===== src/verilog/ips_pkg.sv =====
// constants for the ignition power sequencer
package ips_pkg;
   // apb register byte offsets
   localparam logic [7:0] OFS_CFG  = 8'h00;
   localparam logic [7:0] OFS_DRV  = 8'h04;
   localparam logic [7:0] OFS_STAT = 8'h08;
   // config_register_six fields
   localparam int CFG_REL_N  = 0;
   localparam int CFG_REGULATORS_STAY_ON_OPTION  = 1;
   localparam int CFG_TGL    = 2;
   localparam int CFG_SEO    = 3;
   localparam int CFG_SEL_LO = 4;
   localparam logic [6:0] CFG_RST = 7'h01;
   // driver command fields
   localparam int DRV_ST_LO = 4;
   localparam logic [5:0] DRV_RST = 6'h00;
   // status fields
   localparam int ST_KEY_RAW = 0;
   localparam int ST_KEY_FLT = 1;
   localparam int ST_LT_OK   = 2;
   localparam int ST_SYS_EN  = 3;
   localparam int ST_OV      = 4;
   localparam int ST_INJ_BLK = 5;
   localparam int ST_ST_BLK  = 6;
   localparam int ST_TNL     = 7;
   // clock and oscillator tick
   localparam int CLK_NS   = 8;
   localparam int TICK_NS  = 100000;
   localparam int TICK_CYC = TICK_NS / CLK_NS;
   // times in microseconds, counts in oscillator ticks
   localparam int KEY_FILT_US = 16000;
   localparam int KEY_FILT_TK = KEY_FILT_US * 1000 / TICK_NS;
   localparam int REG_DLY_US  = 1000;
   localparam int REG_DLY_TK  = REG_DLY_US * 1000 / TICK_NS;
   localparam int V33_DLY_US  = 1000;
   localparam int V33_DLY_TK  = V33_DLY_US * 1000 / TICK_NS;
   localparam int SEO_US      = 225000;
   localparam int SEO_TK      = SEO_US * 1000 / TICK_NS;
   localparam int HOLD_US     = 100000;
   localparam int HOLD_TK     = HOLD_US * 1000 / TICK_NS;
   localparam int OV_FILT_US  = 1000;
   localparam int OV_FILT_TK  = OV_FILT_US * 1000 / TICK_NS;
   localparam int TNL_US      = 10000;
   localparam int TNL_TK      = TNL_US * 1000 / TICK_NS;
   // latch timeout step per select code, code 0 disables
   localparam int LT_STEP_US  = 1000000;
   localparam int LT_STEP_TK  = LT_STEP_US / (TICK_NS / 1000);
   typedef enum logic [2:0] {
      S_OFF, S_WAIT_VB, S_BIAS_DLY, S_WAIT_5V, S_RUN, S_REG_HOLD
   } ips_state_t;
endpackage


===== src/verilog/ips_sequencer.sv =====
// ignition power sequencer with apb register access
`timescale 1ns/1ps
// Overview of operation
// - filtered key high powers up; main relay drive turns on before 5 V, 3.3 V and sensors
// - relay mode: biasing only after battery leaves undervoltage
// - 5 V and sensors after start delay; 3.3 V 1.0 ms after 5 V good
// - permanent supply: bias on raw key; 5 V delay after key filter
// - enable = (key or latch held and not timed out) and battery good
// - key low with latch released shuts down after the filter time
// - latch held keeps running until software releases it or the selected latch timeout expires
// - latch timeout forces shutdown; 3-bit select enables and sizes it
// - status shows raw key level and filtered key level
// - all supply outputs switch off at the same moment
// - stay-on option 0 drops regulators with relay; 1 keeps them
// - stay-on 1: regulators run until battery undervoltage or software clears the option
// - key low transition disables injectors and starters, overriding latch
// - only four injectors and two starters are affected
// - starters off only if condition persists after the hold delay
// - oscillator timer from key fall blocks stages after 225 ms
// - software still switches drivers during the interval; config selects mode
// - battery overvoltage held past its filter time shuts down
// - latch toggle option: key rise during latch pulses reset low
module ips_sequencer
   import ips_pkg::*;
#(
   parameter int TICK_CYCLES = TICK_CYC
) (
   // clock and reset
   input  wire logic        pclk,
   input  wire logic        presetn,
   // apb slave
   input  wire logic        psel,
   input  wire logic        penable,
   input  wire logic        pwrite,
   input  wire logic [7:0]  paddr,
   input  wire logic [31:0] pwdata,
   output logic      [31:0] prdata,
   output logic             pready,
   output logic             pslverr,
   // comparator and strap inputs
   input  wire logic        key_in,
   input  wire logic        battery_not_undervoltage,
   input  wire logic        supply_5v_ok,
   input  wire logic        battery_overvoltage,
   input  wire logic        permanent_supply,
   // supply and relay outputs
   output logic             main_relay_drive,
   output logic             bias_enable,
   output logic             supply_5v_en,
   output logic             supply_3v3_en,
   output logic             sensor_supplies_en,
   output logic             system_enable,
   output logic             reset_out_n,
   // power stage enables
   output logic      [3:0]  injector_en,
   output logic      [1:0]  starter_en
);
   logic [4:0]  sy1_r, sy2_r, sy3_r, inq_r;
   logic        key_raw, bat_ok, v5_ok, ov_raw, perm, key_prev_r, tick_r;
   logic        key_flt_r, flt_prev_r, rel_n, regulators_stay_on_option, lt_ok, ov_flt_r, sys_en, shut;
   logic        seo_on_r, inj_blk_r, st_blk_r, wr_en, acc, hit;
   logic [15:0] div_r;
   logic [8:0]  kf_cnt_r;
   logic [6:0]  cfg_r;
   logic [5:0]  drv_r;
   logic [2:0]  lt_sel;
   logic [17:0] lt_cnt_r, lt_lim;
   logic [7:0]  ov_cnt_r, tnl_cnt_r, stat;
   ips_state_t  state_r;
   logic [11:0] seq_cnt_r, seo_cnt_r;
   logic [31:0] rd_nxt;
   // three-stage synchronisers, level taken when stages two and three agree
   always_ff @(posedge pclk or negedge presetn) begin
      if (!presetn) begin
         sy1_r <= 5'h00;
         sy2_r <= 5'h00;
         sy3_r <= 5'h00;
         inq_r <= 5'h00;
      end else begin
         sy1_r <= {permanent_supply, battery_overvoltage, supply_5v_ok,
                   battery_not_undervoltage, key_in};
         sy2_r <= sy1_r;
         sy3_r <= sy2_r;
         inq_r <= (sy2_r & sy3_r) | (inq_r & (sy2_r | sy3_r));
      end
   end
   assign key_raw = inq_r[0];
   assign bat_ok  = inq_r[1];
   assign v5_ok   = inq_r[2];
   assign ov_raw  = inq_r[3];
   assign perm    = inq_r[4];

   // oscillator tick divider
   always_ff @(posedge pclk or negedge presetn) begin
      if (!presetn) begin
         div_r  <= 16'h0000;
         tick_r <= 1'b0;
      end else if (div_r == 16'(TICK_CYCLES - 1)) begin
         div_r  <= 16'h0000;
         tick_r <= 1'b1;
      end else begin
         div_r  <= div_r + 16'h0001;
         tick_r <= 1'b0;
      end
   end

   // key deglitch filter
   always_ff @(posedge pclk or negedge presetn) begin
      if (!presetn) begin
         kf_cnt_r   <= 9'h000;
         key_flt_r  <= 1'b0;
         flt_prev_r <= 1'b0;
         key_prev_r <= 1'b0;
      end else begin
         flt_prev_r <= key_flt_r;
         key_prev_r <= key_raw;
         if (key_raw == key_flt_r) begin
            kf_cnt_r <= 9'h000;
         end else if (tick_r) begin
            if (kf_cnt_r == 9'(KEY_FILT_TK - 1)) begin
               key_flt_r <= key_raw;
               kf_cnt_r  <= 9'h000;
            end else begin
               kf_cnt_r <= kf_cnt_r + 9'h001;
            end
         end
      end
   end

   // apb slave, answer one cycle after setup
   assign acc   = psel & penable & pready;
   assign wr_en = acc & pwrite;
   assign hit   = (paddr == OFS_CFG) | (paddr == OFS_DRV) | (paddr == OFS_STAT);
   assign stat  = {tnl_cnt_r != 8'h00, st_blk_r, inj_blk_r, ov_flt_r,
                   system_enable, lt_ok, key_flt_r, key_raw};

   always_comb begin
      rd_nxt = 32'h0000_0000;
      case (paddr)
         OFS_CFG:  rd_nxt = {25'h0, cfg_r};
         OFS_DRV:  rd_nxt = {26'h0, drv_r};
         OFS_STAT: rd_nxt = {24'h0, stat};
         default:  rd_nxt = 32'h0000_0000;
      endcase
   end

   always_ff @(posedge pclk or negedge presetn) begin
      if (!presetn) begin
         pready  <= 1'b0;
         pslverr <= 1'b0;
         prdata  <= 32'h0000_0000;
      end else begin
         pready  <= psel & ~penable;
         pslverr <= psel & ~penable & ~hit;
         prdata  <= (psel & ~penable & ~pwrite) ? rd_nxt : 32'h0000_0000;
      end
   end

   // config_register_six and driver commands
   always_ff @(posedge pclk or negedge presetn) begin
      if (!presetn) begin
         cfg_r <= CFG_RST;
         drv_r <= DRV_RST;
      end else if (wr_en) begin
         if (paddr == OFS_CFG) begin
            cfg_r <= pwdata[6:0];
         end
         if (paddr == OFS_DRV) begin
            drv_r <= pwdata[5:0];
         end
      end
   end
   assign rel_n  = cfg_r[CFG_REL_N];
   assign regulators_stay_on_option  = cfg_r[CFG_REGULATORS_STAY_ON_OPTION];
   assign lt_sel = cfg_r[CFG_SEL_LO +: 3];

   // latch timeout, code times step, code 0 disables
   assign lt_lim = 18'(32'(lt_sel) * LT_STEP_TK);
   assign lt_ok  = (lt_sel == 3'h0) | (lt_cnt_r < lt_lim);

   always_ff @(posedge pclk or negedge presetn) begin
      if (!presetn) begin
         lt_cnt_r <= 18'h00000;
      end else if (rel_n | key_flt_r) begin
         lt_cnt_r <= 18'h00000;
      end else if (tick_r & lt_ok & (lt_sel != 3'h0)) begin
         lt_cnt_r <= lt_cnt_r + 18'h00001;
      end
   end

   // battery overvoltage filter
   always_ff @(posedge pclk or negedge presetn) begin
      if (!presetn) begin
         ov_cnt_r <= 8'h00;
         ov_flt_r <= 1'b0;
      end else if (!ov_raw) begin
         ov_cnt_r <= 8'h00;
         ov_flt_r <= 1'b0;
      end else if (tick_r & !ov_flt_r) begin
         if (ov_cnt_r == 8'(OV_FILT_TK - 1)) begin
            ov_flt_r <= 1'b1;
         end else begin
            ov_cnt_r <= ov_cnt_r + 8'h01;
         end
      end
   end

   assign sys_en = ((~rel_n & lt_ok) | key_flt_r) & bat_ok;
   assign shut   = ~sys_en | ov_flt_r;

   always_ff @(posedge pclk or negedge presetn) begin
      if (!presetn) begin
         system_enable <= 1'b0;
      end else begin
         system_enable <= sys_en;
      end
   end

   // power sequencer
   always_ff @(posedge pclk or negedge presetn) begin
      if (!presetn) begin
         state_r            <= S_OFF;
         seq_cnt_r          <= 12'h000;
         main_relay_drive   <= 1'b0;
         bias_enable        <= 1'b0;
         supply_5v_en       <= 1'b0;
         supply_3v3_en      <= 1'b0;
         sensor_supplies_en <= 1'b0;
      end else begin
         case (state_r)
            S_OFF: begin
               bias_enable <= perm & (key_raw | key_flt_r);
               seq_cnt_r   <= 12'h000;
               if (key_flt_r) begin
                  main_relay_drive <= 1'b1;
                  state_r          <= S_WAIT_VB;
               end
            end
            S_WAIT_VB: begin
               if (!key_flt_r) begin
                  main_relay_drive <= 1'b0;
                  bias_enable      <= 1'b0;
                  state_r          <= S_OFF;
               end else if (perm | bat_ok) begin
                  bias_enable <= 1'b1;
                  state_r     <= S_BIAS_DLY;
               end
            end
            S_BIAS_DLY, S_WAIT_5V, S_RUN: begin
               if (shut) begin
                  main_relay_drive <= 1'b0;
                  seq_cnt_r        <= 12'h000;
                  if (regulators_stay_on_option & supply_5v_en) begin
                     state_r <= S_REG_HOLD;
                  end else begin
                     bias_enable        <= 1'b0;
                     supply_5v_en       <= 1'b0;
                     supply_3v3_en      <= 1'b0;
                     sensor_supplies_en <= 1'b0;
                     state_r            <= S_OFF;
                  end
               end else if (state_r == S_BIAS_DLY) begin
                  if (tick_r) begin
                     seq_cnt_r <= seq_cnt_r + 12'h001;
                  end
                  if (seq_cnt_r == 12'(REG_DLY_TK)) begin
                     supply_5v_en       <= 1'b1;
                     sensor_supplies_en <= 1'b1;
                     seq_cnt_r          <= 12'h000;
                     state_r            <= S_WAIT_5V;
                  end
               end else if (state_r == S_WAIT_5V) begin
                  if (!v5_ok) begin
                     seq_cnt_r <= 12'h000;
                  end else if (seq_cnt_r == 12'(V33_DLY_TK)) begin
                     supply_3v3_en <= 1'b1;
                     state_r       <= S_RUN;
                  end else if (tick_r) begin
                     seq_cnt_r <= seq_cnt_r + 12'h001;
                  end
               end
            end
            S_REG_HOLD: begin
               if (!bat_ok | !regulators_stay_on_option) begin
                  bias_enable        <= 1'b0;
                  supply_5v_en       <= 1'b0;
                  supply_3v3_en      <= 1'b0;
                  sensor_supplies_en <= 1'b0;
                  state_r            <= S_OFF;
               end
            end
            default: begin
               state_r <= S_OFF;
            end
         endcase
      end
   end

   // reset output: power down, 5 V undervoltage, key toggle pulse
   always_ff @(posedge pclk or negedge presetn) begin
      if (!presetn) begin
         tnl_cnt_r   <= 8'h00;
         reset_out_n <= 1'b0;
      end else begin
         if (cfg_r[CFG_TGL] & ~rel_n & ~key_flt_r & (state_r == S_RUN)
             & key_raw & ~key_prev_r) begin
            tnl_cnt_r <= 8'(TNL_TK);
         end else if (tick_r & (tnl_cnt_r != 8'h00)) begin
            tnl_cnt_r <= tnl_cnt_r - 8'h01;
         end
         reset_out_n <= supply_5v_en & v5_ok & (tnl_cnt_r == 8'h00)
                        & (state_r != S_OFF);
      end
   end

   // secure engine off timer and stage blocking
   always_ff @(posedge pclk or negedge presetn) begin
      if (!presetn) begin
         seo_on_r  <= 1'b0;
         seo_cnt_r <= 12'h000;
         inj_blk_r <= 1'b0;
         st_blk_r  <= 1'b0;
      end else if (key_flt_r) begin
         seo_on_r  <= 1'b0;
         seo_cnt_r <= 12'h000;
         inj_blk_r <= 1'b0;
         st_blk_r  <= 1'b0;
      end else if (flt_prev_r) begin
         seo_on_r  <= 1'b1;
         seo_cnt_r <= 12'h000;
         inj_blk_r <= ~cfg_r[CFG_SEO];
      end else if (seo_on_r & tick_r) begin
         if (seo_cnt_r == 12'(SEO_TK - 1)) begin
            inj_blk_r <= 1'b1;
         end
         if (seo_cnt_r == 12'(SEO_TK + HOLD_TK - 1)) begin
            st_blk_r <= 1'b1;
            seo_on_r <= 1'b0;
         end else begin
            seo_cnt_r <= seo_cnt_r + 12'h001;
         end
      end
   end
   // only injectors and starters are gated
   always_ff @(posedge pclk or negedge presetn) begin
      if (!presetn) begin
         injector_en <= 4'h0;
         starter_en  <= 2'h0;
      end else begin
         injector_en <= drv_r[3:0] & {4{~inj_blk_r}};
         starter_en  <= drv_r[DRV_ST_LO +: 2] & {2{~st_blk_r}};
      end
   end
   // checks
   a_relay_first: assert property (@(posedge pclk) disable iff (!presetn)
      $rose(main_relay_drive) |-> !supply_5v_en && !supply_3v3_en && !sensor_supplies_en)
      else $error("relay not first");
   a_bias_after_vb: assert property (@(posedge pclk) disable iff (!presetn)
      $rose(bias_enable) && !perm |-> $past(bat_ok))
      else $error("bias before battery good");
   a_v33_after_5v: assert property (@(posedge pclk) disable iff (!presetn)
      $rose(supply_3v3_en) |-> supply_5v_en && $past(v5_ok, 2))
      else $error("3v3 before 5v good");
   a_enable_uv: assert property (@(posedge pclk) disable iff (!presetn)
      !bat_ok |=> !system_enable)
      else $error("enable with battery low");
   a_latch_keeps: assert property (@(posedge pclk) disable iff (!presetn)
      state_r == S_RUN && !rel_n && lt_ok && bat_ok && !ov_flt_r |=> state_r == S_RUN)
      else $error("latch did not hold");
   a_offs_together: assert property (@(posedge pclk) disable iff (!presetn)
      $fell(supply_5v_en) |-> !supply_3v3_en && !sensor_supplies_en && !bias_enable)
      else $error("supplies not off together");
   a_regulators_stay_on_option_clear: assert property (@(posedge pclk) disable iff (!presetn)
      $fell(main_relay_drive) && !$past(regulators_stay_on_option) && $past(state_r) != S_WAIT_VB
      |-> !supply_5v_en)
      else $error("regulators left on");
   a_hold_regs: assert property (@(posedge pclk) disable iff (!presetn)
      state_r == S_REG_HOLD |-> !main_relay_drive && supply_5v_en)
      else $error("hold state wrong");
   a_inj_block: assert property (@(posedge pclk) disable iff (!presetn)
      inj_blk_r |=> injector_en == 4'h0)
      else $error("injector not blocked");
   a_key_filter: assert property (@(posedge pclk) disable iff (!presetn)
      $changed(key_flt_r) |-> $past(kf_cnt_r) == 9'(KEY_FILT_TK - 1))
      else $error("key filter early");
   a_starter_late: assert property (@(posedge pclk) disable iff (!presetn)
      $rose(st_blk_r) |-> inj_blk_r && !key_flt_r)
      else $error("starter blocked early");

   c_run: cover property (@(posedge pclk) disable iff (!presetn) state_r == S_RUN);
   c_hold: cover property (@(posedge pclk) disable iff (!presetn) state_r == S_REG_HOLD);
   c_tnl: cover property (@(posedge pclk) disable iff (!presetn) $rose(tnl_cnt_r != 8'h00));
   c_seo: cover property (@(posedge pclk) disable iff (!presetn) $rose(st_blk_r));
endmodule

===== config.mk =====
export PLATFORM = sky130hd
export DESIGN_NAME = ips_sequencer
export DESIGN_NICKNAME = d
export VERILOG_FILES = /design/src/verilog/ips_pkg.sv /design/src/verilog/ips_sequencer.sv
export SDC_FILE = /design/constraint.sdc
export NUM_CORES = 1
export LEC_CHECK = 0
export BUFFER_PORTS_ARGS = -buffer_cell sky130_fd_sc_hd__buf_2
export CAP_MARGIN = 20
export CELL_PAD_IN_SITES_DETAIL_PLACEMENT = 1
export CELL_PAD_IN_SITES_GLOBAL_PLACEMENT = 1
export CORE_MARGIN = 5
export CORE_UTILIZATION = 45
export CTS_BUF_LIST = sky130_fd_sc_hd__clkbuf_16
export CTS_CLUSTER_DIAMETER = 40
export DETAILED_ROUTE_END_ITERATION = 8
export PLACE_DENSITY = 0.78
export SYNTH_ARGS = -nofsm -noshare
export SYNTH_HDL_FRONTEND = slang
export SYNTH_SLANG_ARGS = --single-unit

===== constraint.sdc =====
create_clock -name pclk -period 5.1 [get_ports pclk]
set_input_delay 1.02 -clock pclk [delete_from_list [all_inputs] [get_ports pclk]]
set_output_delay 1.02 -clock pclk [all_outputs]
set_load 0.05 [all_outputs]

==> run_results.csv, run 1 <==
group,metric,value,unit
outcome,status,"finished clean",
worst_hold_path,min_from,"sy1_r[1]",
cells_and_area,finalNetCount,886,
synthesis,synth_area_leader_cell,"dfrtp_1",
sta,rsz0062_at_grt,"false",
worst_hold_path,hold_path_class,"reg2reg",
floorplanning,initial_utilization,45.96,%
placement,port_buffers,47,
synthesis,synth_flop_cell,"dfrtp_1",
detailed_routing,routed_via_density,5.525,
power_and_ir_drop,vdd_drop_max,0.2312,mV
floorplanning,dieArea,19700,um^2
setup_path,path_cells,"inv_1 -> fa_1 -> inv_1 -> ha_1 -> fa_1 -> a21oi_1 -> nor2_1 -> xnor2_1 -> ha_1 -> nand4b_1 -> a211oi_2 -> and3_1 -> o21ai_1 -> a221oi_1 -> mux2_1",
cells_and_area,instances_no_fill,1037,
synthesis,ys_seq_area_share,48.76,%
cts,h-tree-depth,4,
power_and_ir_drop,power_density,301.5,nW/um^2
synthesis,avgSynthCellArea,10.05,um^2
cts,clkTransAtPathRegs,0.06,ns
cts,numCtsBuffers,17,
sta,clock_skew,0.009635,ns
synthesis,synth-edff-count,0,
detailed_routing,wl_per_cell,17.59,um
sta,worst_pin_slew,0.8262,ns
global_route,antenna_found_initial,0,
global_route,overflow,0,
synthesis,synthCells,761,
sta,fin_tns_setup,0,ns
detailed_routing,wl,18.24,mm
cells_and_area,final_core_util,51.55,%
placement,dpl.cell_count,1005,
setup_path,cp-end-kind,"flop",
sta,setup_viol,0,
cells_and_area,area_delta_synth_final,12.17,%
setup_path,setup.worst_path.start_class,"flop",
sta,final_max_slew_viol_count,0,
setup_path,required,5.40,ns
cts,clock_sinks,149,
global_route,grt_pass1_wl,30.72,mm
global_route,grt_max_degree,56,
cells_and_area,drive_gt1_share,10.65,%
cts,postCtsHoldBufs,0,
cts,postCtsSetupBuffers,0,
floorplanning,dieWidth,140.4,um
cts,cts_tree,"done",
cts,post_cts_resized,0,
synthesis,yosysUniqueCellTypes,66,
detailed_routing,drtIter0Drc,226,
synthesis,ys_warn_count,0,
synthesis,synth.top_cell.area_share,48.42,%
floorplanning,die_height,140.4,um
setup_path,slowest_stage,"fa_1",
placement,gp_congestion,0.8602,
detailed_routing,dr.pass1.iters,4,
sta,hold_viol,0,
synthesis,syn_area,7649,um^2
setup_path,r2r-start,"cfg_r[4]",
cells_and_area,antenna_cells,0,
detailed_routing,vias,5729,
floorplanning,io_pins,97,
setup_path,critPathMaxFanout,8,
setup_path,max_stage_delay,0.58,ns
detailed_routing,postRouteAntennaNets,0,
cts,cts_root_buf,"clkbuf_16",
setup_path,worstPathArrival,4.87,ns
global_route,gr-usage-all-layers,18.95,%
setup_path,crit_path_start,"cfg_r[4]",
synthesis,yosys-top-cells-count,"dfrtp_1 (148), nor2_1 (87), nand2_1 (68)",
detailed_routing,drc,0,
cts,insertion_delay,0.42,ns
sta,hold_ws,0.3413,ns
floorplanning,fp-row-count,47,
run,max-cap-violations,0,
floorplanning,coreArea,16640,um^2
power_and_ir_drop,p_leak,0.004077,uW
setup_path,crit_type,"reg2reg",
sta,timing.final.crit_share,89.47,%
placement,dpl.hpwl,12.91,mm
synthesis,synth_most_common_cell,"dfrtp_1",
sta,finalCriticalPeriod,4.563,ns
global_route,grt_pass1_vias,6222,
sta,slew_headroom,44.41,%
cts,cts_buffer_depth,2,
synthesis,synth_area_leaders,"dfrtp_1 (48%), ha_1 (4.7%), nor2_1 (4.3%), xor2_1 (3.8%), nand2_1 (3.3%)",
synthesis,async_flop_share,100.0,%
sta,fmax,219.2,MHz
synthesis,synth_seq_cells,149,
## layer usage
| metal | GRT usage (%) | up-vias | share of wire [%] |
|---|---|---|---|
| met2 | 33.59 | 103 | 52 |
| li1 | - | 2692 | - |
| met4 | 7.292 | 0 | 2.5 |
| met5 | 0 | - | 0 |
| met3 | 3.238 | 35 | 2.9 |
| met1 | 22.98 | 2899 | 42 |
## path summary, 6_finish.rpt
kind                                 endpoint  slack (ns)  cells after the start
worst max-delay path              bias_enable        0.54                     15
worst min-delay path                 sy2_r[1]        0.34                      0
max in group asynchronous        tnl_cnt_r[7]        3.52                      2
worst min register to register       sy2_r[1]        0.34                      0
worst max register to register    bias_enable        0.54                     15
min in group asynchronous       seo_cnt_r[11]        0.54                      1
## stage by stage
stage          area, um^2  setup WS (ns)  power (uW)
2_1_floorplan        7735          1.176        1314
6_report             8579         0.5371        2586
3_3_place_gp         7989         0.7304        1349
3_5_place_dp         7989         0.5350        1352
4_1_cts              8579         0.4824        2617
5_1_grt              8579         0.2277        2683
## state kept, by name, indices dropped and copies added (netlist names), 6 cells and up
name	cells
seo_cnt_r	12
div_r	16
kf_cnt_r	9
tnl_cnt_r	8
prdata	8
drv_r	6
seq_cnt_r	12
cfg_r	7
ov_cnt_r	8
lt_cnt_r	18
## critical path: cells and delay by family, from the launching register on
family / cells / cell delay, ns
XOR/XNOR: 1 / 0.15
flip-flops: 1 / 0.54
AND/OR/NAND/NOR: 3 / 0.55
AO/OA/AOI/OAI: 4 / 1.09
adder cells (fa/ha/maj): 4 / 1.50
multiplexers: 1 / 0.35
buffers and inverters: 2 / 0.25
## kinds of logic after synthesis
family / count (synthesis) / share of synthesized area [%]
flip-flops: 149 / 48.76
multiplexers: 22 / 3.108
AND/OR/NAND/NOR: 307 / 20.43
adder cells (fa/ha/maj): 37 / 6.184
XOR/XNOR: 60 / 6.871
buffers and inverters: 72 / 4.809
other: 1 / 0.04903
AO/OA/AOI/OAI: 113 / 9.783
## power breakdown
part	internal (uW)	switching, uW	leakage (uW)
clock network	764	492	0.000291
logic	22.7	100	0.00178
registers	1200	11.2	0.00201
total	1980	603	0.00408
## placed cells by master, fill, tap and decap left out, drive strengths merged, types with 3 or more instances in the layout
master	instances
bufinv	3
nand3	24
nor3	7
xnor2	27
a211oi	7
dfrtp	148
mux2	14
nand4b	5
mux2i	8
and3	14
a21o	12
nor3b	3
and2	8
clkinv	7
or2	6
buf	49
o211ai	3
o21ai	25
or4	4
fa	3
nand2b	7
inv	27
nand2	68
clkbuf	17
nand4	18
nor2	87
xor2	33
or3	18
nor4	13
o31ai	5
maj3	5
nand4bb	3
nor2b	16
conb	24
a21oi	36
ha	29
## layout make-up
type	count	area (um^2)
Clock buffer	17	425.4
Multi-Input combinational cell	563	3637
Clock inverter	15	165.2
Inverter	24	90.09
Fill cell	1874	8063
Tap cell	220	275.3
Sequential cell	149	3730
Timing Repair Buffer	49	256.5
No activity file was read; power rests on OpenSTA's default activity.
==> run 2: changes to the inputs <==
==> constraint.sdc (replaced) <==
create_clock -name pclk -period 5.77 [get_ports pclk]
set_input_delay 1.154 -clock pclk [delete_from_list [all_inputs] [get_ports pclk]]
set_output_delay 1.154 -clock pclk [all_outputs]
set_load 0.05 [all_outputs]
==> run 2 against run 1 <==
  * Clock-buffer cell count stayed put
  * Non-clock buffer count did not move
  * Combinational power decreased by 11%
  * Highest routed layer unchanged
  * Total power decreased by 13%
==> run_results.csv, run 2 (synthesized netlist as in run 1, its figures left out) <==
group,metric,value,unit
sta,hold_ws,0.3421,ns
cts,cts_buffer_depth,2,
sta,worst_pin_slew,0.7945,ns
sta,setup_viol,0,
setup_path,critical_path_buf_inv_count,2,
setup_path,max_stage_delay,0.57,ns
detailed_routing,routed_via_density,5.572,
placement,place_ws,1.225,ns
cells_and_area,final_cell_mix,"dfrtp_1 (148), nor2_1 (87), nand2_1 (68), buf_2 (46), a21oi_1 (36)",
cts,insertion_delay,0.43,ns
floorplanning,die_height,140.4,um
setup_path,crit_family,"adder cells",
power_and_ir_drop,p_leak,0.004071,uW
sta,slew_headroom,46.60,%
cells_and_area,regMostFlops,"lt_cnt_r",
sta,fmax,216.9,MHz
detailed_routing,drc,0,
setup_path,worstPathArrival,4.92,ns
run,max-cap-violations,0,
setup_path,required,6.08,ns
sta,clock_skew,0.01059,ns
cts,numCtsBuffers,17,
detailed_routing,vias,5778,
cells_and_area,drive_gt1_share,10.65,%
cells_and_area,reg_top3,"lt_cnt_r (18), div_r (16)",
cts,cts_tree,"done",
detailed_routing,postRouteAntennaNets,0,
cells_and_area,largest_reg_flops,18,
floorplanning,coreArea,16640,um^2
global_route,gr-usage-all-layers,19.06,%
global_route,grt_pass1_wl,30.82,mm
setup_path,critPathMaxFanout,8,
floorplanning,fp-row-count,47,
sta,fin_tns_setup,0,ns
floorplanning,initial_utilization,45.96,%
sta,hold_viol,0,
placement,gp_congestion,0.8605,
power_and_ir_drop,vdd_drop_max,0.1924,mV
cts,clock_sinks,149,
floorplanning,io_pins,97,
detailed_routing,drtIter0Drc,246,
setup_path,path_cells,"inv_1 -> fa_1 -> inv_1 -> ha_1 -> fa_1 -> a21oi_1 -> nor2_1 -> xnor2_1 -> ha_1 -> nand4b_1 -> a211oi_2 -> and3_1 -> o21ai_1 -> a221oi_1 -> mux2_1",
cts,postCtsHoldBufs,0,
detailed_routing,dr.pass1.iters,5,
worst_hold_path,hold_path_class,"reg2reg",
power_and_ir_drop,power_density,262.8,nW/um^2
power_and_ir_drop,power,2253,uW
cts,h-tree-depth,4,
sta,finalCriticalPeriod,4.611,ns
detailed_routing,wl_per_cell,17.89,um
cells_and_area,final_common_cell,"dfrtp_1",
global_route,antenna_found_initial,0,
cells_and_area,final_core_util,51.53,%
global_route,overflow,0,
floorplanning,dieWidth,140.4,um
outcome,status,"finished clean",
cts,postCtsSetupBuffers,0,
setup_path,r2r_slack,1.16,ns
setup_path,setup.worst_path.start_class,"flop",
cts,cts_root_buf,"clkbuf_16",
setup_path,cp-end-kind,"flop",
setup_path,slowest_stage,"fa_1",
setup_path,crit_type,"reg2reg",
cts,post_cts_resized,0,
sta,timing.final.crit_share,79.91,%
sta,rsz0062_at_grt,"false",
detailed_routing,wl,18.56,mm
sta,final_max_slew_viol_count,0,
sta,setup_ws,1.159,ns
placement,dpl.hpwl,12.78,mm
cells_and_area,finalNetCount,886,
cts,clkTransAtPathRegs,0.06,ns
placement,port_buffers,47,
global_route,grt_pass1_vias,6262,
cells_and_area,antenna_cells,0,
global_route,grt_max_degree,112,
cells_and_area,area_delta_synth_final,12.12,%
floorplanning,dieArea,19700,um^2
==> run 2: final cells by class <==
type                       instances  area [um^2]
tap                              220        275.3
clock buffer                      17        425.4
sequential                       149         3730
timing repair buffer              49        276.5
inverter                          24        90.09
multi-input combinational        563         3637
clock inverter                    15        141.4
fill                            1867         8066
==> run 2: power breakdown <==
group,internal (uW),total [uW],leakage [uW],switching (uW)
Combinational,21.6,110,0.00178,88.4
Sequential,1060,1070,0.00201,9.85
Clock,631,1080,0.000277,446
==> run 2: worst paths after layout <==
path,start,endpoint,depth (start not counted)
max,cfg_r[4],bias_enable,15
min,sy1_r[4],sy2_r[4],0
max reg2reg,cfg_r[4],bias_enable,15
min reg2reg,sy1_r[4],sy2_r[4],0
max in group asynchronous,presetn,ov_flt_r,3
min in group asynchronous,presetn,seo_cnt_r[10],1
==> run 2: stage by stage <==
stage,instance area (um^2),instances
after detailed placement,7981,1004
after floorplan,7735,784
after global routing,8576,1037
after CTS,8548,1036
final,8576,1037
after global placement,7981,1004
==> run 2: worst reg2reg max path: stages, from the launching register on <==
cell and delay (ns):
dfrtp_1 0.55, inv_1 0.21, fa_1 0.57, inv_1 0.04, ha_1 0.22, fa_1 0.43, a21oi_1 0.18, nor2_1 0.08
xnor2_1 0.14, ha_1 0.29, nand4b_1 0.17, a211oi_2 0.39, and3_1 0.33, o21ai_1 0.18, a221oi_1 0.37, mux2_1 0.35
==> run 2: metal layers <==
| layer | vias to the layer above | global-route usage [%] | routed length (um) |
|---|---|---|---|
| li1 | 2693 | - | - |
| met1 | 2958 | 22.82 | 7817 |
| met2 | 100 | 33.97 | 9840 |
| met5 | - | 0 | 0 |
| met4 | 0 | 6.578 | 311 |
| met3 | 27 | 3.988 | 586 |
